$ cat src/rtl/rtcc_map.svh
`ifndef RTCC_MAP_SVH
`define RTCC_MAP_SVH
// ********************************
// register locations
// ********************************
`define RTCC_A_SEC       3'h0
`define RTCC_A_MIN       3'h1
`define RTCC_A_HOUR      3'h2
`define RTCC_A_DAY       3'h3
`define RTCC_A_DATE      3'h4
`define RTCC_A_MONTH     3'h5
`define RTCC_A_YEAR      3'h6
`define RTCC_A_CAL       3'h7
`define RTCC_NREGS       8
// ********************************
// link and time base
// ********************************
`define RTCC_SLAVE_ADDR  7'h68
`define RTCC_OSC_HZ      32768
`define RTCC_BITS        4'h8
// ********************************
// bcd limits and field positions
// ********************************
`define RTCC_MAX_SEC     8'h59
`define RTCC_MAX_HOUR    8'h23
`define RTCC_MAX_DAY     8'h07
`define RTCC_MAX_MONTH   8'h12
`define RTCC_MAX_YEAR    8'h99
`define RTCC_ZERO        8'h00
`define RTCC_ONE         8'h01
`define RTCC_FEB         8'h02
`define RTCC_CENT_EN_BIT 7
`define RTCC_CENT_BIT    6
`define RTCC_RESET_DATE  8'h01
`endif

$ cat src/rtl/rtcc_pkg.sv
package rtcc_pkg;
   typedef logic [7:0] rtcc_byte_t;
   typedef logic [7:0][7:0] rtcc_regs_t;
   typedef struct packed {
      logic       en;
      logic [2:0] addr;
      logic [7:0] data;
   } rtcc_wr_s;
   typedef enum logic [3:0] {
      RTCC_IDLE, RTCC_ADDR, RTCC_ACK_ADDR, RTCC_WORD, RTCC_ACK_WORD,
      RTCC_WR_DATA, RTCC_ACK_WR, RTCC_RD_DATA, RTCC_RD_ACK
   } rtcc_state_e;
endpackage

$ cat src/rtl/rtcc_calendar.sv
`timescale 1ns/100ps
`default_nettype none
`include "rtcc_map.svh"
module rtcc_calendar (
   input  wire logic              clk,
   input  wire logic              reset,
   input  wire logic              tick,
   input  wire rtcc_pkg::rtcc_wr_s wr,
   output var  rtcc_pkg::rtcc_regs_t regs
);
   // ********************************
   // bcd helpers
   // ********************************
   // returns {carry, next}; wraps from top to bottom value
   function automatic logic [8:0] bcd_step(input logic [7:0] v, input logic [7:0] top,
                                           input logic [7:0] bottom);
      if (v >= top) begin
         bcd_step = {1'b1, bottom};
      end else if (v[3:0] == 4'h9) begin
         bcd_step = {1'b0, v[7:4] + 4'h1, 4'h0};
      end else begin
         bcd_step = {1'b0, v + 8'h01};
      end
   endfunction

   // year 00 counts as leap, which holds up to 2100
   function automatic logic [7:0] month_len(input logic [7:0] mon, input logic [7:0] yr);
      logic [1:0] m4;
      m4 = 2'(yr[0] + {yr[4], 1'b0});
      m4 = 2'(m4 + {1'b0, yr[1]} * 2'h2);
      if (mon == `RTCC_FEB) begin
         month_len = (m4 == 2'h0) ? 8'h29 : 8'h28;
      end else if (mon == 8'h04 || mon == 8'h06 || mon == 8'h09 || mon == 8'h11) begin
         month_len = 8'h30;
      end else begin
         month_len = 8'h31;
      end
   endfunction

   logic [8:0] s_n, m_n, h_n, d_n, dt_n, mo_n, y_n;
   always_comb begin
      // flag bits above each field are kept out of the count
      s_n  = bcd_step({1'h0, regs[`RTCC_A_SEC][6:0]}, `RTCC_MAX_SEC, `RTCC_ZERO);
      m_n  = bcd_step({1'h0, regs[`RTCC_A_MIN][6:0]}, `RTCC_MAX_SEC, `RTCC_ZERO);
      h_n  = bcd_step({2'h0, regs[`RTCC_A_HOUR][5:0]}, `RTCC_MAX_HOUR, `RTCC_ZERO);
      d_n  = bcd_step(regs[`RTCC_A_DAY], `RTCC_MAX_DAY, `RTCC_ONE);
      dt_n = bcd_step(regs[`RTCC_A_DATE],
                      month_len(regs[`RTCC_A_MONTH], regs[`RTCC_A_YEAR]), `RTCC_ONE);
      mo_n = bcd_step(regs[`RTCC_A_MONTH], `RTCC_MAX_MONTH, `RTCC_ONE);
      y_n  = bcd_step(regs[`RTCC_A_YEAR], `RTCC_MAX_YEAR, `RTCC_ZERO);
   end

   // ********************************
   // counters
   // ********************************
   // a write takes the whole register file for that cycle, so a tick that
   // collides with a write is dropped rather than half-applied
   always_ff @(posedge clk or posedge reset) begin
      if (reset) begin
         regs              <= '0;
         regs[`RTCC_A_DAY]  <= `RTCC_RESET_DATE;
         regs[`RTCC_A_DATE] <= `RTCC_RESET_DATE;
         regs[`RTCC_A_MONTH] <= `RTCC_RESET_DATE;
      end else if (wr.en) begin
         regs[wr.addr] <= wr.data;
      end else if (tick) begin
         regs[`RTCC_A_SEC] <= {regs[`RTCC_A_SEC][7], s_n[6:0]};
         if (s_n[8]) begin
            regs[`RTCC_A_MIN] <= {regs[`RTCC_A_MIN][7], m_n[6:0]};
            if (m_n[8]) begin
               regs[`RTCC_A_HOUR][5:0] <= h_n[5:0];
               if (h_n[8]) begin
                  regs[`RTCC_A_DAY]  <= d_n[7:0];
                  regs[`RTCC_A_DATE] <= dt_n[7:0];
                  if (dt_n[8]) begin
                     regs[`RTCC_A_MONTH] <= mo_n[7:0];
                     if (mo_n[8]) begin
                        regs[`RTCC_A_YEAR] <= y_n[7:0];
                        if (y_n[8] && regs[`RTCC_A_HOUR][`RTCC_CENT_EN_BIT]) begin
                           regs[`RTCC_A_HOUR][`RTCC_CENT_BIT] <=
                              ~regs[`RTCC_A_HOUR][`RTCC_CENT_BIT];
                        end
                     end
                  end
               end
            end
         end
      end
   end
endmodule
`default_nettype wire

$ cat src/rtl/rtcc_top.sv
`timescale 1ns/100ps
`default_nettype none
`include "rtcc_map.svh"
module rtcc_top (
   input  wire logic clk,
   input  wire logic reset,
   input  wire logic osc_32k,
   input  wire logic scl,
   input  wire logic sda_in,
   output logic      sda_out,
   output logic      sda_oe
);
   // ********************************
   // pin synchronisers
   // ********************************
   logic [1:0] scl_sync, sda_sync, osc_sync;
   logic       scl_d, sda_d, osc_d;
   always_ff @(posedge clk or posedge reset) begin
      if (reset) begin
         scl_sync <= 2'h3;
         sda_sync <= 2'h3;
         osc_sync <= 2'h0;
         scl_d    <= 1'b1;
         sda_d    <= 1'b1;
         osc_d    <= 1'b0;
      end else begin
         scl_sync <= {scl_sync[0], scl};
         sda_sync <= {sda_sync[0], sda_in};
         osc_sync <= {osc_sync[0], osc_32k};
         scl_d    <= scl_sync[1];
         sda_d    <= sda_sync[1];
         osc_d    <= osc_sync[1];
      end
   end
   logic scl_s, sda_s, scl_rise, scl_fall, start_c, stop_c, osc_rise;
   assign scl_s    = scl_sync[1];
   assign sda_s    = sda_sync[1];
   assign scl_rise = scl_s & ~scl_d;
   assign scl_fall = ~scl_s & scl_d;
   assign start_c  = scl_s & scl_d & sda_d & ~sda_s;
   assign stop_c   = scl_s & scl_d & ~sda_d & sda_s;
   assign osc_rise = osc_sync[1] & ~osc_d;

   // ********************************
   // one-second time base
   // ********************************
   localparam int unsigned DIV_W = $clog2(`RTCC_OSC_HZ);
   logic [DIV_W-1:0] div_reg;
   logic             tick_reg;
   always_ff @(posedge clk or posedge reset) begin
      if (reset) begin
         div_reg  <= '0;
         tick_reg <= 1'b0;
      end else begin
         tick_reg <= 1'b0;
         if (osc_rise) begin
            if (div_reg == DIV_W'(`RTCC_OSC_HZ - 1)) begin
               div_reg  <= '0;
               tick_reg <= 1'b1;
            end else begin
               div_reg <= div_reg + 1'b1;
            end
         end
      end
   end

   // ********************************
   // counters and user copy
   // ********************************
   rtcc_pkg::rtcc_wr_s   wr_reg;
   rtcc_pkg::rtcc_regs_t run_regs, user_reg;
   rtcc_calendar rtcc_calendar_i (
      .clk   (clk),
      .reset (reset),
      .tick  (tick_reg),
      .wr    (wr_reg),
      .regs  (run_regs)
   );

   rtcc_pkg::rtcc_state_e state_reg;
   logic [2:0]            ptr_reg;
   logic                  frozen;
   // while a clock location is addressed the snapshot holds still so a multi
   // byte read cannot see a carry ripple between bytes
   assign frozen = (state_reg != rtcc_pkg::RTCC_IDLE) && (ptr_reg != `RTCC_A_CAL);
   always_ff @(posedge clk or posedge reset) begin
      if (reset) begin
         user_reg <= '0;
      end else if (!frozen) begin
         user_reg <= run_regs;
      end
   end

   // ********************************
   // serial slave
   // ********************************
   logic [7:0] shift_reg;
   logic [3:0] cnt_reg;
   logic       rw_reg;
   logic       acked_reg;
   always_ff @(posedge clk or posedge reset) begin
      if (reset) begin
         state_reg <= rtcc_pkg::RTCC_IDLE;
         shift_reg <= '0;
         cnt_reg   <= '0;
         rw_reg    <= 1'b0;
         acked_reg <= 1'b0;
         ptr_reg   <= `RTCC_A_SEC;
         wr_reg    <= '0;
         sda_oe    <= 1'b0;
      end else begin
         wr_reg.en <= 1'b0;
         if (stop_c) begin
            state_reg <= rtcc_pkg::RTCC_IDLE;
            sda_oe    <= 1'b0;
         end else if (start_c) begin
            state_reg <= rtcc_pkg::RTCC_ADDR;
            cnt_reg   <= '0;
            sda_oe    <= 1'b0;
         end else begin
            unique case (state_reg)
               rtcc_pkg::RTCC_IDLE: begin
               end
               rtcc_pkg::RTCC_ADDR, rtcc_pkg::RTCC_WORD, rtcc_pkg::RTCC_WR_DATA: begin
                  if (scl_rise) begin
                     shift_reg <= {shift_reg[6:0], sda_s};
                     cnt_reg   <= cnt_reg + 4'h1;
                  end else if (scl_fall && cnt_reg == `RTCC_BITS) begin
                     cnt_reg <= '0;
                     if (state_reg == rtcc_pkg::RTCC_ADDR) begin
                        if (shift_reg[7:1] == `RTCC_SLAVE_ADDR) begin
                           rw_reg    <= shift_reg[0];
                           sda_oe    <= 1'b1;
                           state_reg <= rtcc_pkg::RTCC_ACK_ADDR;
                        end else begin
                           state_reg <= rtcc_pkg::RTCC_IDLE;
                        end
                     end else if (state_reg == rtcc_pkg::RTCC_WORD) begin
                        ptr_reg   <= shift_reg[2:0];
                        sda_oe    <= 1'b1;
                        state_reg <= rtcc_pkg::RTCC_ACK_WORD;
                     end else begin
                        wr_reg    <= '{en: 1'b1, addr: ptr_reg, data: shift_reg};
                        sda_oe    <= 1'b1;
                        state_reg <= rtcc_pkg::RTCC_ACK_WR;
                     end
                  end
               end
               rtcc_pkg::RTCC_ACK_ADDR: begin
                  if (scl_fall) begin
                     if (rw_reg) begin
                        // a read without a word address starts at the kept pointer
                        shift_reg <= {user_reg[ptr_reg][6:0], 1'b0};
                        sda_oe    <= ~user_reg[ptr_reg][7];
                        cnt_reg   <= 4'h1;
                        state_reg <= rtcc_pkg::RTCC_RD_DATA;
                     end else begin
                        sda_oe    <= 1'b0;
                        state_reg <= rtcc_pkg::RTCC_WORD;
                     end
                  end
               end
               rtcc_pkg::RTCC_ACK_WORD: begin
                  if (scl_fall) begin
                     sda_oe    <= 1'b0;
                     state_reg <= rtcc_pkg::RTCC_WR_DATA;
                  end
               end
               rtcc_pkg::RTCC_ACK_WR: begin
                  if (scl_fall) begin
                     sda_oe    <= 1'b0;
                     ptr_reg   <= ptr_reg + 3'h1;
                     state_reg <= rtcc_pkg::RTCC_WR_DATA;
                  end
               end
               rtcc_pkg::RTCC_RD_DATA: begin
                  if (scl_fall) begin
                     if (cnt_reg == `RTCC_BITS) begin
                        sda_oe    <= 1'b0;
                        state_reg <= rtcc_pkg::RTCC_RD_ACK;
                     end else begin
                        sda_oe    <= ~shift_reg[7];
                        shift_reg <= {shift_reg[6:0], 1'b0};
                        cnt_reg   <= cnt_reg + 4'h1;
                     end
                  end
               end
               rtcc_pkg::RTCC_RD_ACK: begin
                  if (scl_rise) begin
                     acked_reg <= ~sda_s;
                     ptr_reg   <= ptr_reg + 3'h1;
                  end else if (scl_fall) begin
                     if (acked_reg) begin
                        shift_reg <= {user_reg[ptr_reg][6:0], 1'b0};
                        sda_oe    <= ~user_reg[ptr_reg][7];
                        cnt_reg   <= 4'h1;
                        state_reg <= rtcc_pkg::RTCC_RD_DATA;
                     end else begin
                        // master ended the read: leave the line high for its stop
                        state_reg <= rtcc_pkg::RTCC_IDLE;
                     end
                  end
               end
            endcase
         end
      end
   end

   // open drain: only ever pulls low
   always_ff @(posedge clk or posedge reset) begin
      if (reset) begin
         sda_out <= 1'b0;
      end else begin
         sda_out <= 1'b0;
      end
   end
endmodule
`default_nettype wire

$ cat config.mk
export PLATFORM = sky130hd
export DESIGN_NAME = rtcc_top
export DESIGN_NICKNAME = d
export VERILOG_FILES = /design/src/rtl/rtcc_pkg.sv /design/src/rtl/rtcc_calendar.sv /design/src/rtl/rtcc_top.sv
export VERILOG_INCLUDE_DIRS = /design/src /design/src/rtl
export SDC_FILE = /design/constraint.sdc
export NUM_CORES = 1
export LEC_CHECK = 0
export BUFFER_PORTS_ARGS = -buffer_cell sky130_fd_sc_hd__buf_2
export CORE_AREA = 2 2 139 141
export CTS_CLUSTER_DIAMETER = 50
export DETAILED_ROUTE_END_ITERATION = 8
export DIE_AREA = 0 0 141 143
export GPL_TIMING_DRIVEN = 0
export PLACE_DENSITY_LB_ADDON = 0.15
export SYNTH_ARGS = -nofsm -noshare
export SYNTH_HDL_FRONTEND = slang
export SYNTH_SLANG_ARGS = --single-unit
$ cat constraint.sdc
create_clock -name clk -period 19.1 [get_ports clk]
set_clock_uncertainty 0.2 [all_clocks]
set_input_delay 3.82 -clock clk [delete_from_list [all_inputs] [get_ports clk]]
set_output_delay 3.82 -clock clk [all_outputs]
set_load 0.01 [all_outputs]
After elaboration in Yosys (flattened, before gate mapping)
Index checks and enable logic that the tools add are counted.

operators by class
  order comparisons = 10
  bitwise operators = 21
  mux-type cells = 105
  reduce and logical (&&, ||, !) cells = 36
  $add $sub $neg = 19
  equal/unequal tests = 56

operators by type and width
  cell                                          count
  two-way mux 32 bit                            5
  two-way mux 8 bit                             20
  two-way mux 12 bit                            7
  two-way mux 4 bit                             21
  bitwise mux 64 bit                            1
  two-way mux 9 bit                             6
  two-way mux 23 bit                            2
  == test 4 bit (second input constant)         9
  != test 4 bit (second input constant)         9
  adder 8 x 1 -> 8 bit (second input constant)  4
  case mux 8 bit (4 select lines)               1
  two-way mux 15 bit                            2
  != test 2 bit (second input constant)         14
  binary-select mux 8 bit (select 3 bit)        1
  demux 8 bit (select 3 bit)                    1
  two-way mux 3 bit                             8
  != test 3 bit (second input constant)         8
  two-way mux 1 bit                             22
  AND reduction 7 bit                           3
  adder 4 x 1 -> 4 bit (second input constant)  5
  case mux 4 bit (5 select lines)               1
  AND reduction 10 bit                          2
  AND reduction 9 bit                           2
  adder 7 x 1 -> 8 bit (second input constant)  2
  other kinds (50)                              91

storage, ports and cells
  register bits = 187
  input bits = 5
  word-level logic and storage cells = 285

Logic depth before layout (Yosys ltp)
Gate-level depths: netlist of run 1.

  depth after elaboration = 14
  gate-level depth with buffers = 12
  depth with buffers taken out = 11

Modules after synthesis
A second synthesis of run 1 with hierarchy kept.

unflattened totals
  cells, all modules = 971
  area total of the unflattened synthesis = 10473.8 um2

by module, submodules not included
  module         cells an instance  times used  sequential area each (um2)  area an instance (um2)
  rtcc_top       448                1           3085.5                      5813.1
  rtcc_calendar  523                1           1605.3                      4660.7

Worst setup path after synthesis of run 1
Ideal clock, no wire load.

  path type = flip-flop to output port
  start = register sda_oe
  end = output port sda_oe
  cell stages (with the launch flop) = 1
  setup slack = 14.698 ns
  required time = 15.080 ns
  arrival = 0.382 ns
  path through = dfrtp_1

RTL lines
  what                    RTL line         RTL
  start, declared         rtcc_top.sv:11   output logic sda_oe
  start signal, assigned  rtcc_top.sv:154  sda_oe <= ~user_reg[ptr_reg][7];
  start signal, assigned  rtcc_top.sv:182  sda_oe <= ~shift_reg[7];
  start signal, assigned  rtcc_top.sv:195  sda_oe <= ~user_reg[ptr_reg][7];

No word-level cell between the ends.

Worst setup path in the final report of run 1
  start = register sda_oe
  end = output port sda_oe

No word-level cell between the ends.

==> results of run 1 <==
-- cell families (layout without fill, tap and decap cells) --
| family | after synthesis | in the layout |
|---|---|---|
| other | 1 | 1 |
| XOR/XNOR | 19 | 19 |
| multiplexers | 109 | 109 |
| AO/OA/AOI/OAI | 266 | 266 |
| buffers and inverters | 106 | 144 |
| AND/OR/NAND/NOR | 318 | 318 |
| adder cells (fa/ha/maj) | 33 | 33 |
| flip-flops | 187 | 187 |
-- worst max path at each step --
stage | from | endpoint | slack (ns)
finish | sda_oe | sda_oe | 14.12
global route | sda_oe | sda_oe | 14.09
CTS | sda_oe | sda_oe | 14.10
detailed placement | reset | rtcc_calendar_i.regs[32] | 13.97
global placement | reset | user_reg[58] | 7.86
floorplan | reset | acked_reg | 10.01
-- power by group through the flow --
stage,Combinational [mW],Clock (mW),Sequential (mW)
final,0.282,0.372,0.440
after global placement,0.275,0,0.446
after detailed placement,0.277,0,0.446
after floorplan,0.212,0,0.440
after global routing,0.306,0.396,0.442
after CTS,0.278,0.379,0.438
-- metal layers --
metal / track usage / vias up / wire length [um]
met2: 0.4329 / 319 / 12320
met1: 0.4276 / 4155 / 12950
li1: - / 3884 / -
met4: 0.07474 / 0 / 432
met3: 0.05533 / 34 / 1997
met5: 0 / - / 0
-- area by class of cell --
| class | instances | area (um2) |
|---|---|---|
| Buffer | 65 | 305.3 |
| Clock buffer | 18 | 429.2 |
| Clock inverter | 14 | 185.2 |
| Fill cell | 1552 | 6980 |
| Inverter | 41 | 161.4 |
| Multi-Input combinational cell | 746 | 5483 |
| Sequential cell | 187 | 4691 |
| Tap cell | 234 | 292.8 |
| Timing Repair Buffer | 6 | 52.55 |
-- through the flow --
stage          cell area (um2)  cells  total power, mW
6_report                 11600   1311            1.094
5_1_grt                  11600   1311            1.144
4_1_cts                  11600   1311            1.096
3_5_place_dp             10990   1279           0.7229
3_3_place_gp             10950   1278           0.7201
2_1_floorplan            10630   1039           0.6513
-- placed cells by master, fill, tap and decap left out, drive strengths merged, types with 10 or more instances in the layout --
cell type	synthesis	layout
dfrtp	178	178
nand2	106	106
o21ai	91	91
mux2	75	75
nor2	56	56
clkbuf	30	48
inv	41	47
buf	35	41
ha	33	33
nand3	30	30
a21oi	29	29
mux2i	18	18
nor3	17	17
mux4	16	16
nor2b	13	13
nand2b	12	12
o32a	12	12
xnor2	11	11
o31ai	11	11
a22o	11	11
o22ai	11	11
a31oi	11	11
nand4	10	10
==> results.txt, run 1 <==
After synthesis, the largest family of logic cells by area is compound AO/OA/AOI/OAI gates. The flip-flop and latch count after synthesis is 187. The net switching power of the design is 0.3590 mW. The H-tree depth is 4. The minimum setup slack after placement is roughly 14 ns. The net count of the finished layout is 1102. For the worst-skew pair, the clock arrives at the later sink with an insertion delay of 0.44 ns. Of all nets on the critical path, the largest fanout is 2.

STA classifies the critical path startpoint as a register. The number of endpoints with negative hold slack in the final report came to 0. In the global route stage, overall resource usage came out at 0.2865. The worst hold path was traced through 0 stages. The maximum resistive drop on vdd is 63.18 uV.

The initial antenna violation count came out at 0. The post-CTS setup buffer count is 0. The worst hold path begins at osc_sync[0]. Setup violations remaining at the end of the flow were counted as 0. Summed over all layers, the global routing overflow is 0. The register clock-pin slew on the reported worst setup and hold paths came out at about 0.070 ns.

Hold timing on the final database bottoms out at a slack of 0.1526 ns. The endpoint required time on the critical path is ~15 ns. The top-level port count came out at 7. The static leakage power is between 5 and 6 nW. The count of TritonRoute iterations in the first routing pass came out at 6. The xor-xnor portion of the synthesized cell area is 0.01565.

The routability congestion estimate is around 0.92. The full die area is 20160 um2. For this run, the share of the core covered by cells in the final layout is 0.6243. The classification of the worst-slack hold path is register to register. Yosys attributes the largest share of cell area to sky130_fd_sc_hd__dfrtp_1, sky130_fd_sc_hd__mux2_2, sky130_fd_sc_hd__ha_1, sky130_fd_sc_hd__nand2_1, sky130_fd_sc_hd__o21ai_0. Setup repair after global routing left no endpoint under its margin.

The worst setup path is captured at an output port. The synthesized netlist contains between 90 and 100 unique library cells. The destination of the worst hold path is osc_sync[1].

The wire length of the first global-routing pass is 44.37 mm. The most frequent cell after synthesis is sky130_fd_sc_hd__dfrtp_1. The TritonCTS clock tree is built. In this run, post-CTS hold repair placed 0 buffers. The startpoint identified for the worst register-to-register timing path is rtcc_calendar_i.regs[41].

The die is 143 um tall. The routed wirelength normalized by instance count is 21.13 um. The internal power is roughly 0.74 mW. The depth of the worst register-to-register path came out at 11. The highest clock rate came out at ~200 MHz. The type of the worst setup path is register to output port. The repair_antennas step left the layout with diodes totalling 0. The cell family contributing the most delay on the critical path is flip-flops. The count of cells resized by post-cts repair is 0. The headroom to the max-slew limit came out at 0.4343.

The die boundary width is 141 um. Of the post-synthesis cell area, the dominant cell type holds 0.4189. sky130_fd_sc_hd__dfrtp_1 takes more of the synthesized area than any other cell. After technology mapping, the gate count stands at 1039.

The critical-path cell with the highest stage delay is sky130_fd_sc_hd__dfrtp_1. The post-route minimum period is 4.978 ns. The summed negative setup slack over all endpoints came out at 0 ns. The share of total power consumed by net switching came out at 0.3281. The pin slew with the least headroom to its limit came out at 0.8428 ns. The number of pins with negative max-slew slack in the final report came to 0. The initial cell density of the core came out at 0.5723. Walking the worst path, the cells encountered are buf_2. The number of input and output port buffers inserted came out at 5. The core area is 18580 um2. Together, buffers and inverters on the worst path number 1. Of the total synthesized cell area, the portion taken by full adders, half adders and majority gates is 0.03883. The flow ran to the end, and the final reports show no timing, DRC or antenna violations.

The power density of the placed cells came out at 94.32 nW/um2. In the synthesized netlist the dominant register cell turns out to be sky130_fd_sc_hd__dfrtp_1. The relative area change from synthesis to final layout came out at 9.096%. The worst endpoint data arrival time came out at 0.96 ns. Across the run, the number of max-cap violations was 0. The sequential share of the synthesized area came out at 0.4412.

The share of power burned in combinational logic is 0.258. The commonest cells after synthesis are sky130_fd_sc_hd__dfrtp_1, sky130_fd_sc_hd__nand2_1, sky130_fd_sc_hd__o21ai_0. The cell area that synthesis handed to floorplanning was 10630 um2. Clock tree synthesis selected as its root buffer the cell sky130_fd_sc_hd__clkbuf_16. The post-route DRC violation count is 0.

The fraction of synthesis flops using an asynchronous set or reset pin came out at 1.000. Counting every net in the synthesized netlist gives 1077. The number of buffers inserted during clock tree synthesis came out at 17. The mux share of post-synthesis cell area is 0.1303. The average via count per standard cell is 6.401. The placed wire-length estimate after detailed placement came out at 19.61 mm. The part of the power in the clock network came out at 0.340. The violation count after the first detailed-routing iteration is 826. The tree built by TritonCTS fans out to 187 sinks. The final wirelength is 27.70 mm. Of the cells placed in the final design, the portion with a size suffix greater than 1 is 0.1606. Entering global routing, the biggest net connects 115 pins. Once detail routing completed, the nets flagged for antenna violations numbered 0. The Yosys warning count is 0. The via count is 8392. The area fraction in compound gates after synthesis came to 0.1750. The fraction of the cycle the final worst path needs is 0.2606.

The final worst slack came out at 14.12 ns. The cell row count came out at 50. The number of global-route vias before repair is 7982.

The maximum clock path buffer count came out at 2. The worst register-to-register path ends at rtcc_calendar_i.regs[55]. Each instance of the synthesized netlist takes up on average 10.23 um2. In this run the number of cells on the critical path is 1.

The fraction of power consumed by sequential logic came out at 0.402. The worst stage delay on the critical path is between 0.3 and 0.4 ns. The count of flip-flops with a built-in enable after synthesis is 0. For flop-to-flop paths, the worst setup slack is 15.07 ns.

Of the total synthesized cell area, the portion taken by AND, OR, NAND and NOR gates is 0.1556.
Power figures use the tool's default switching activity.
==> run 2, diff against run 1 <==
- clock period: 19.1 -> 4.5 ns (I/O delays scaled with it)
==> results.txt, run 2 (synthesized netlist as in run 1, its figures left out) <==
The number of setup violations in the final report came out at 0 (unchanged). The final instance area came out at 11660 um2 (+0.53%). The most common library cell in the layout ignoring fill and taps is sky130_fd_sc_hd__dfrtp_1. The cell row count came to 50 (unchanged). The highest clock rate came out at 252.9 MHz.

The number of input and output port buffers inserted came out at 5 (unchanged). The count of nets after finishing is 1106 (+0.36%). The global routing usage summed across all routing layers came out at 0.2866 (about the same). The post-detailed-placement cell area came out at 11050 um2 (+0.63%). The post-route DRC violation count is 0 (unchanged).

The later-pin clock latency in the skew report is 0.44 ns (about the same). The critical-path cell with the highest stage delay is sky130_fd_sc_hd__or4_1. The number of antenna-violating nets in the routed design is 0 (unchanged).

The top cell types in the final layout, fill and taps aside, are sky130_fd_sc_hd__dfrtp_1, sky130_fd_sc_hd__nand2_1, sky130_fd_sc_hd__o21ai_0. The number of endpoints with negative hold slack in the final report came to 0 (unchanged). The core area was 18580 um2 (unchanged). The count of cells resized by post-cts repair is 0 (unchanged). The pin slew with the least headroom to its limit is 0.8819 ns (+0.03914 ns). The kind of launch point of the worst setup path is a register. The top-level port count came to 7 (unchanged).

The average via count per standard cell came out at 6.448 (+0.73%). The number of buffers inserted during clock tree synthesis came to 17 (unchanged). The slack of the worst reg-to-reg path came out at 0.55 ns (-14.52 ns). The number of pins with negative max-slew slack in the final report came out at 0 (unchanged). The clock tree root driver cell is sky130_fd_sc_hd__clkbuf_16.

The initial antenna violation count came out at 0 (unchanged). The min-delay analysis places its worst path in the category register to register. The final wirelength came out at 27.82 mm (+0.44%). The initial cell density of the core came to 0.5723 (unchanged). The relative area change from synthesis to final layout came out at 9.673%.

The placed wire-length estimate after detailed placement came out at 20.13 mm (+2.6%). The biggest fanout along the worst timing path came out at 10 (+8). The type of the worst setup path is register to register. The overall power is 4.617 mW (+320%). The final standard cell count with taps included and fillers excluded is 1315 (+0.31%). The floorplan die height came to 143 um (unchanged). The full die area is 20160 um2 (unchanged). Setup repair after global routing left no endpoint under its margin. The clock sink count was 187 (unchanged).

The fraction of final layout cells with drive strength greater than 1 came out at 0.1647 (+0.004031). The static leakage power came out at 5.114 nW (+0.57%). The via count is 8479 (+1.0%).

The routed wirelength normalized by instance count came to 21.16 um (+0.13%). The headroom to the max-slew limit is 0.4081 (-0.02627). The layout filler cell count came out at 1556 (+0.26%). Walking the worst path, the cells encountered are clkbuf_1, nand2b_1, or4_1, o311ai_1, ha_1, nor4b_1, o21ai_1, o21ai_1, buf_2, nor4_1, o22a_1.

The power density of the placed cells was 395.9 nW/um2 (+320%). The diode insertion count for antenna repair came out at 0 (unchanged). The flow ran to the end, and the final reports show no timing, DRC or antenna violations.

The worst endpoint data arrival time came out at 4.08 ns (+3.12 ns). The worst stage delay on the critical path is 0.56 ns (+0.18 ns). The routability congestion estimate came out at 0.9025 (-1.5%).

The number of hold buffers added after cts came out at 0 (unchanged). The endpoint required time on the critical path is 4.62 ns (-10.46 ns). The fraction of the cycle the final worst path needs is 0.8785. By instance count, the cell type seen most on the critical path is sky130_fd_sc_hd__o21ai_1. The number of global-route vias before repair is 7917 (-0.81%). The H-tree depth came out at 4 (unchanged). The die boundary width came out at 141 um (unchanged).

The global route total overflow is 0 (unchanged). The pin count of the biggest net entering global routing is 42 (-63%). The max-capacitance violation count came out at 0 (unchanged). The count of TritonRoute iterations in the first routing pass is 5 (-1). The maximum clock path buffer count came out at 2 (unchanged).

The summed negative setup slack over all endpoints is 0 ns (unchanged). The violation count after the first detailed-routing iteration is 787 (-4.7%). The register clock-pin slew on the reported worst setup and hold paths is 0.08 ns (about the same). STA classifies the critical path endpoint as a register.

The utilization of the core after routing is 0.6276 (+0.003299). The depth of the worst register-to-register path is 11 (unchanged). The wire length of the first global-routing pass came to 44.36 mm (about the same). The number of cells traversed by the worst hold path came out at 0 (unchanged). The worst path needs 3.953 ns of the cycle, external delays included. The number of cells in the design after placement came out at 1283 (+0.31%). The post-CTS setup buffer count came out at 0 (unchanged). TritonCTS built the clock tree. The maximum resistive drop on vdd was 287.5 uV (+360%).
==> run 2: changes by cell type in the layout (fill, tap and decap cells not counted), sizes merged <==
cell and delta:
buf +4, clkbuf -1, bufinv -1, clkinv +1, inv +1
==> run 2: final timing paths <==
check / startpoint / endpoint
worst max-delay path: rtcc_calendar_i.regs[41] / rtcc_calendar_i.regs[55]
worst min-delay path: scl_sync[0] / scl_sync[1]
worst max register to register: rtcc_calendar_i.regs[41] / rtcc_calendar_i.regs[55]
worst min register to register: scl_sync[0] / scl_sync[1]
max in group asynchronous: reset / rtcc_calendar_i.regs[59]
min in group asynchronous: reset / sda_oe
==> run 2: layout make-up <==
| cell class | instances | area (um2) | share of cell area |
|---|---|---|---|
| multi-input combinational | 746 | 5483 | 0.4702 |
| sequential | 187 | 4691 | 0.4023 |
| clock buffer | 17 | 425.4 | 0.03648 |
| buffer | 65 | 305.3 | 0.02618 |
| tap | 234 | 292.8 | 0.02511 |
| clock inverter | 15 | 181.4 | 0.01556 |
| inverter | 41 | 157.7 | 0.01352 |
| timing repair buffer | 10 | 125.1 | 0.01073 |
==> run 2: stage by stage <==
| step | setup slack [ns] | hold slack, ns |
|---|---|---|
| floorplan | 1.001 | 0.1312 |
| global placement | -0.1639 | 0.1343 |
| finish | 0.5466 | 0.1557 |
| global route | 0.3913 | 0.1600 |
| CTS | 0.5768 | 0.1576 |
| detailed placement | 0.6095 | 0.1457 |
==> run 2: metal layers <==
layer  vias to the layer above  global-route usage  wire length, um
met1                      4211              0.4261            12930
met4                         0              0.1105              928
met2                       307              0.4136            12170
met5                         -                   0                0
li1                       3902                   -                -
met3                        59             0.05969             1797
==> run 2: critical path: cells and delay by family, from the launching register on <==
family,cells,cell delay (ns)
compound gates,4,1.18
fa+ha+maj,1,0.29
buf+inv,2,0.69
flops,1,0.35
simple gates,4,1.11
==> run 2: power by group <==
part | internal (mW) | switching (mW) | leakage, nW
Sequential | 1.77 | 0.0913 | 2.55
Combinational | 0.464 | 0.741 | 2.27
Clock | 0.843 | 0.706 | 0.296
Total | 3.08 | 1.54 | 5.11
